[src/rtl/shift_rotate_cfg.svh]
`ifndef SHIFT_ROTATE_CFG_SVH
`define SHIFT_ROTATE_CFG_SVH

// ****************************************
// Instruction word layout
// ****************************************
`define OPCODE_HI 29
`define OPCODE_LO 25
`define OPCODE_SHIFT 5'h0E
`define INDEX_HI 24
`define INDEX_LO 22
`define ADDR_HI 20
`define ADDR_LO 6
`define CIRC_BIT 5
`define COUNT_CODE_HI 4
`define COUNT_CODE_LO 3
`define SHIFT_HI 2
`define SHIFT_LO 0
`define CHAR_BITS 8'h06
`define SHIFT_MAX 8'h07

// ****************************************
// Timing, in half units of the time unit
// ****************************************
`define BASE_HALF_UNITS 8'h51
`define PER_BIT_HALF_UNITS 8'h12
`define PER_CODE_HALF_UNITS 8'h24
// One half unit of time per clock cycle
`define CYCLES_PER_HALF_UNIT 16'h0001
// Count left when leaving busy: the write cycle still follows
`define WAIT_LAST 16'h0003

`endif

[src/rtl/shift_rotate_pkg.sv]
package shift_rotate_pkg;
  typedef enum logic [1:0] {st_idle, st_read, st_busy, st_write} sr_state_t;
endpackage

[src/rtl/character_shift_rotate_unit.sv]
// Function
// - Rotate moves 1-4 chars left by count
// - Working width 6, 12, 18 or 24 bits
// - Rotated-out bits re-enter at low end
// - Result written back to same field
// - Time 40.5 + S(9 + 18n) units
// - Bit5 clear is plain shift, same fields
// - Plain shift drops high bits, zero fill
// - Shift count at most seven
`timescale 1ns/1ps
`default_nettype none
`include "shift_rotate_cfg.svh"

module character_shift_rotate_unit
  import shift_rotate_pkg::*;
#(
  parameter int ADDR_W = 15,
  parameter int DATA_W = 24
) (
  input wire logic i_clock,
  input wire logic i_reset,
  input wire logic i_start,
  input wire logic [29:0] i_instr,
  output logic o_index_sel_valid,
  output logic [2:0] o_index_sel,
  input wire logic [ADDR_W-1:0] i_index_value,
  output logic o_mem_rd,
  output logic o_mem_wr,
  output logic [ADDR_W-1:0] o_mem_addr,
  output logic [1:0] o_mem_count_code,
  input wire logic [DATA_W-1:0] i_mem_rdata,
  output logic [DATA_W-1:0] o_mem_wdata,
  output logic o_busy,
  output logic o_done,
  output logic o_illegal
);

  // ****************************************
  // Decode
  // ****************************************
  logic is_shift;
  assign is_shift = i_instr[`OPCODE_HI:`OPCODE_LO] == `OPCODE_SHIFT;
  assign o_index_sel = i_instr[`INDEX_HI:`INDEX_LO];
  assign o_index_sel_valid = i_start && is_shift &&
    (i_instr[`INDEX_HI:`INDEX_LO] != 3'h0);

  // Width mask for 6, 12, 18 or 24 bits
  function automatic logic [DATA_W-1:0] width_mask(input logic [1:0] code);
    width_mask = DATA_W'((32'h1 << (`CHAR_BITS * (32'(code) + 32'h1))) -
      32'h1);
  endfunction

  // ****************************************
  // State
  // ****************************************
  sr_state_t state_r;
  logic circ_r;
  logic [1:0] code_r;
  logic [2:0] count_r;
  logic [ADDR_W-1:0] addr_r;
  logic [DATA_W-1:0] data_r;
  logic [15:0] wait_r;

  // Total cycles: (81 + S*(18 + 36n)) half units
  function automatic logic [15:0] exec_cycles(input logic [2:0] s,
      input logic [1:0] n);
    logic [15:0] per;
    per = 16'(`PER_BIT_HALF_UNITS) + 16'(`PER_CODE_HALF_UNITS) * 16'(n);
    exec_cycles = (16'(`BASE_HALF_UNITS) + 16'(s) * per) *
      `CYCLES_PER_HALF_UNIT;
  endfunction

  always_ff @(posedge i_clock) begin
    if (i_reset) begin
      state_r <= st_idle;
    end else begin
      case (state_r)
        st_idle: begin
          if (i_start && is_shift) begin
            state_r <= st_read;
          end
        end
        st_read: state_r <= st_busy;
        st_busy: begin
          if (wait_r == `WAIT_LAST) begin
            state_r <= st_write;
          end
        end
        st_write: state_r <= st_idle;
        default: state_r <= st_idle;
      endcase
    end
  end

  always_ff @(posedge i_clock) begin
    if (i_reset) begin
      circ_r <= 1'b0;
      code_r <= 2'h0;
      count_r <= 3'h0;
      addr_r <= '0;
    end else if (state_r == st_idle && i_start && is_shift) begin
      circ_r <= i_instr[`CIRC_BIT];
      code_r <= i_instr[`COUNT_CODE_HI:`COUNT_CODE_LO];
      count_r <= i_instr[`SHIFT_HI:`SHIFT_LO];
      // Points at the least significant character
      addr_r <= (i_instr[`INDEX_HI:`INDEX_LO] != 3'h0) ?
        ADDR_W'(i_instr[`ADDR_HI:`ADDR_LO] + i_index_value) :
        i_instr[`ADDR_HI:`ADDR_LO];
    end
  end

  // Count runs the whole instruction time, start cycle included
  always_ff @(posedge i_clock) begin
    if (i_reset) begin
      wait_r <= 16'h0;
    end else if (state_r == st_idle && i_start && is_shift) begin
      wait_r <= exec_cycles(i_instr[`SHIFT_HI:`SHIFT_LO],
        i_instr[`COUNT_CODE_HI:`COUNT_CODE_LO]);
    end else if (wait_r != 16'h0) begin
      wait_r <= wait_r - 16'h1;
    end
  end

  // ****************************************
  // Datapath
  // ****************************************
  // Moves one bit per step, as the register itself would, so a count
  // above the six-bit width needs no special case
  function automatic logic [DATA_W-1:0] shift_field(
      input logic [DATA_W-1:0] d,
      input logic [1:0] code,
      input logic [2:0] s,
      input logic circ);
    logic [DATA_W-1:0] m;
    logic [DATA_W-1:0] v;
    logic top;
    m = width_mask(code);
    v = d & m;
    top = 1'b0;
    for (int i = 0; i < int'(`SHIFT_MAX); i++) begin
      if (i < int'(s)) begin
        top = |(v & m & ~(m >> 1));
        v = ((v << 1) & m) | (circ ? DATA_W'(top) : '0);
      end
    end
    shift_field = v;
  endfunction

  logic [DATA_W-1:0] mask;
  logic [DATA_W-1:0] field_in;
  logic [DATA_W-1:0] result;
  logic [4:0] field_bits;
  logic [4:0] rot_amt;
  always_comb begin
    mask = width_mask(code_r);
    field_in = i_mem_rdata & mask;
    result = shift_field(i_mem_rdata, code_r, count_r, circ_r);
    // Closed form for the checks; counts stay under twice the width
    field_bits = 5'(`CHAR_BITS * (32'(code_r) + 32'h1));
    rot_amt = (5'(count_r) >= field_bits) ? 5'(count_r) - field_bits :
      5'(count_r);
  end

  always_ff @(posedge i_clock) begin
    if (i_reset) begin
      data_r <= '0;
    end else if (state_r == st_read) begin
      data_r <= result;
    end
  end

  // ****************************************
  // Outputs
  // ****************************************
  assign o_mem_rd = state_r == st_read;
  assign o_mem_wr = state_r == st_write;
  assign o_mem_addr = addr_r;
  assign o_mem_count_code = code_r;
  assign o_mem_wdata = data_r;
  assign o_busy = state_r != st_idle;
  assign o_done = state_r == st_write;
  assign o_illegal = i_start && !is_shift;

  // Read follows the start cycle, the write takes the last cycle
  localparam int WB_FIRST = int'(`BASE_HALF_UNITS) *
    int'(`CYCLES_PER_HALF_UNIT) - 32'h2;
  localparam int WB_LAST = (int'(`BASE_HALF_UNITS) + int'(`SHIFT_MAX) *
    (int'(`PER_BIT_HALF_UNITS) + 32'h3 * int'(`PER_CODE_HALF_UNITS))) *
    int'(`CYCLES_PER_HALF_UNIT) - 32'h2;
endmodule

`default_nettype wire

[config.mk]
export PLATFORM = sky130hd
export DESIGN_NAME = character_shift_rotate_unit
export DESIGN_NICKNAME = d
export VERILOG_FILES = /design/src/rtl/shift_rotate_pkg.sv /design/src/rtl/character_shift_rotate_unit.sv
export VERILOG_INCLUDE_DIRS = /design/src /design/src/rtl
export SDC_FILE = /design/constraint.sdc
export NUM_CORES = 1
export LEC_CHECK = 0
export ABC_AREA = 1
export BUFFER_PORTS_ARGS = -buffer_cell sky130_fd_sc_hd__buf_2
export CAP_MARGIN = 20
export CORE_UTILIZATION = 63
export CTS_CLUSTER_SIZE = 28
export DETAILED_ROUTE_END_ITERATION = 8
export GPL_TIMING_DRIVEN = 1
export PLACE_DENSITY = 0.86
export SKIP_LAST_GASP = 1
export SYNTH_ARGS = -nofsm -noshare
export SYNTH_HDL_FRONTEND = slang
export SYNTH_SLANG_ARGS = --single-unit
[constraint.sdc]
create_clock -name i_clock -period 6.97 [get_ports i_clock]
set_clock_uncertainty 0.05 [all_clocks]
set_input_delay 0.697 -clock i_clock [delete_from_list [all_inputs] [get_ports i_clock]]
set_output_delay 0.697 -clock i_clock [all_outputs]
set_load 0.01 [all_outputs]
==> impl_metrics.yaml <==
timing:
  final_hold_viol_count: 0
  setup_viol_count_final: 0
  maxSlewViolCount: 0
  fin_crit_ns: 5.26
  tightest_slew_ns: 1.05
  grt_setup_unrepaired: "no"
  finalSetupTns_ns: 0
  finalHoldWorstSlack_ns: 0.412
  layout_setup_ws_ns: 1.71
  max_slew_margin_pct: 29.9
  timing.final.crit_share_pct: 75.4
  fmax_mhz: 190
cts:
  cts_hold_buf: 0
  clkTransAtPathRegs_ns: 0.06
  cts_buffer_depth: 2
  htreeDepth: 3
  cts_resized: 0
  cts_sinks: 63
  cts-root-buf: "clkbuf_16"
  cts_tree: "built"
  cts_buffers: 9
  post-cts-setup-buffers: 0
  clk_latency_ns: 0.34
routing:
  wl_um: 22000
  via_count: 8766
  dr.pass1.iters: 9
  drc: 2
  wl_per_cell_um: 14.1
  drt_iter0_drc: 826
  vias_per_cell: 5.62
  antenna_left: 0
global_routing:
  track_usage_pct: 35.9
  grt_overflow: 0
  grtUsageMet3_pct: 4.79
  grt_max_degree: 38
  grt.met2_usage_pct: 66.6
  grt_pass1_wl_um: 36700
  busiest_layer: "met2"
  antenna_found_initial: 0
  grt_util_met1_pct: 41.2
  grt_pass1_vias: 8342
cells_and_area:
  drive_gt1_share_pct: 15.0
  seq_area_um2: 1260
  multi_input_area_um2: 5520
  fillers: 1079
  syn2layout_area_growth_pct: 10.7
  antenna_cells: 0
  final_common_cell: "nand2_1"
  final_cell_mix: "nand2_1 (503), nor2_1 (137), buf_2 (120)"
  nets: 1538
  fin_util_pct: 72.6
critical_path:
  critical-path-max-stage-delay_ns: 0.69
  worstSetupPathType: "reg -> reg"
  cpMaxStageDelayCell: "ha_1"
  crit_fanout: 13
  end_kind: "register"
  cp.arrival_ns: 5.43
  crit_path_frequent_cell: "nand2_1"
  start_kind: "register"
  required_ns: 7.14
yosys:
  synth_edf_count: 0
  syn-num-nets: 1460
  synth.yosys.seq_area_share_pct: 16.6
  yosys_register_bits: 63
  synthCells: 1337
  netlist_area_um2: 7580
  ys_types: 48
  async_reset_ff_share_pct: 0
  synth_area_per_cell_um2: 5.67
  yosys_warnings: 0
  ys.flop_type: "dfxtp_1"
placed_design:
  port_buffers: 120
  hpwlAfterDp_um: 16900
  gp_congestion: 0.933
  place_ws_ns: 1.81
pwr:
  ir_drop_mv: 0.282
  power_density_nw_per_um2: 204
  p_leak_uw: 0.00448
run:
  maxCapViolCount: 0
die:
  start_util_pct: 65.6
  coreArea_um2: 11600
  die-area_um2: 12500
  fp-row-count: 39
  die_h_um: 112
  io-pin-count: 122
  die_x_um: 112
min_path:
  hp-class: "reg -> reg"
status:
  outcome: "finished, violations left"
  violations: "DRC"
[power breakdown]
part	switching [µW]	internal (µW)	leakage (µW)
registers	56.7	455	0.000514
logic	463	289	0.00383
clock network	163	282	0.000134
total	683	1030	0.00448
[Yosys cell counts (4+ instances only)]
library cell,count,area [µm²]
nor3_1,13,65.1
o211ai_1,18,135
nand3_1,90,450
or2_2,4,25.0
nand2_1,503,1890
nand3_2,4,40.0
inv_2,21,78.8
ha_1,45,563
o21ai_0,51,255
buf_2,14,70.1
a2111oi_0,6,52.6
fa_1,6,120
o31ai_1,7,52.6
dfxtp_1,63,1260
o21ai_2,7,61.3
nand4_1,16,100
a31oi_1,4,25.0
clkinv_1,4,15.0
inv_1,107,402
xnor2_1,9,78.8
a211oi_1,8,60.1
buf_4,8,60.1
nor2_2,5,31.3
nand2_4,5,56.3
nand2_2,18,113
clkbuf_1,28,105
a21oi_1,65,325
xor2_1,8,70.1
buf_6,6,67.6
nor2_1,138,518
o21ai_1,17,85.1
nor2_4,6,67.6
o21bai_1,5,37.5
[final timing paths]
kind                       start              to  slack (ns)  cells past startpoint
max reg2reg  o_mem_count_code[1]  o_mem_wdata[0]        1.71                     32
min               o_mem_addr[12]  o_mem_addr[12]        0.41                      2
min reg2reg       o_mem_addr[12]  o_mem_addr[12]        0.41                      2
max          o_mem_count_code[1]  o_mem_wdata[0]        1.71                     32
[worst max-delay path, delay by kind of cell (launching register included)]
| family | cells | cell delay, ns |
|---|---|---|
| flip-flops | 1 | 0.57 |
| buffers and inverters | 2 | 0.55 |
| adder cells (fa/ha/maj) | 2 | 1.22 |
| AO/OA/AOI/OAI | 2 | 0.20 |
| AND/OR/NAND/NOR | 26 | 2.52 |
[kinds of logic after synthesis]
group                    Yosys count  share of synthesized area (%)
adder cells (fa/ha/maj)           51                           9.01
buffers and inverters            190                           10.6
XOR/XNOR                          17                           1.96
flip-flops                        63                           16.6
AO/OA/AOI/OAI                    208                           16.6
AND/OR/NAND/NOR                  808                           45.2
[layout make-up]
class	count	area share (%)
clock buffers	11	2.89
flip-flops and latches	63	15.0
well taps	143	2.13
multi-input cells	1084	65.8
clock inverters	3	0.537
repair buffers	125	7.75
inverters	132	5.90
[through the flow]
step	instance area, µm²	total power [µW]	std cells
after CTS	8370	1700	1560
final	8390	1710	1561
after floorplan	7580	1060	1337
after global routing	8390	1840	1561
after global placement	8090	1230	1546
after detailed placement	8090	1260	1546
[state kept, by name (all words and copies together) (netlist names)]
signal and flops:
o_mem_wdata 24, o_mem_addr 15, count_r 3, wait_r 16
circ_r 1, state_r 2, o_mem_count_code 2
[routing by layer]
| metal | vias to the layer above | routed length, µm |
|---|---|---|
| li1 | 4469 | - |
| met1 | 3949 | 9030 |
| met2 | 287 | 11000 |
| met3 | 61 | 1340 |
| met4 | 0 | 603 |
| met5 | - | 0 |
No activity file was read; power rests on OpenSTA's default activity.
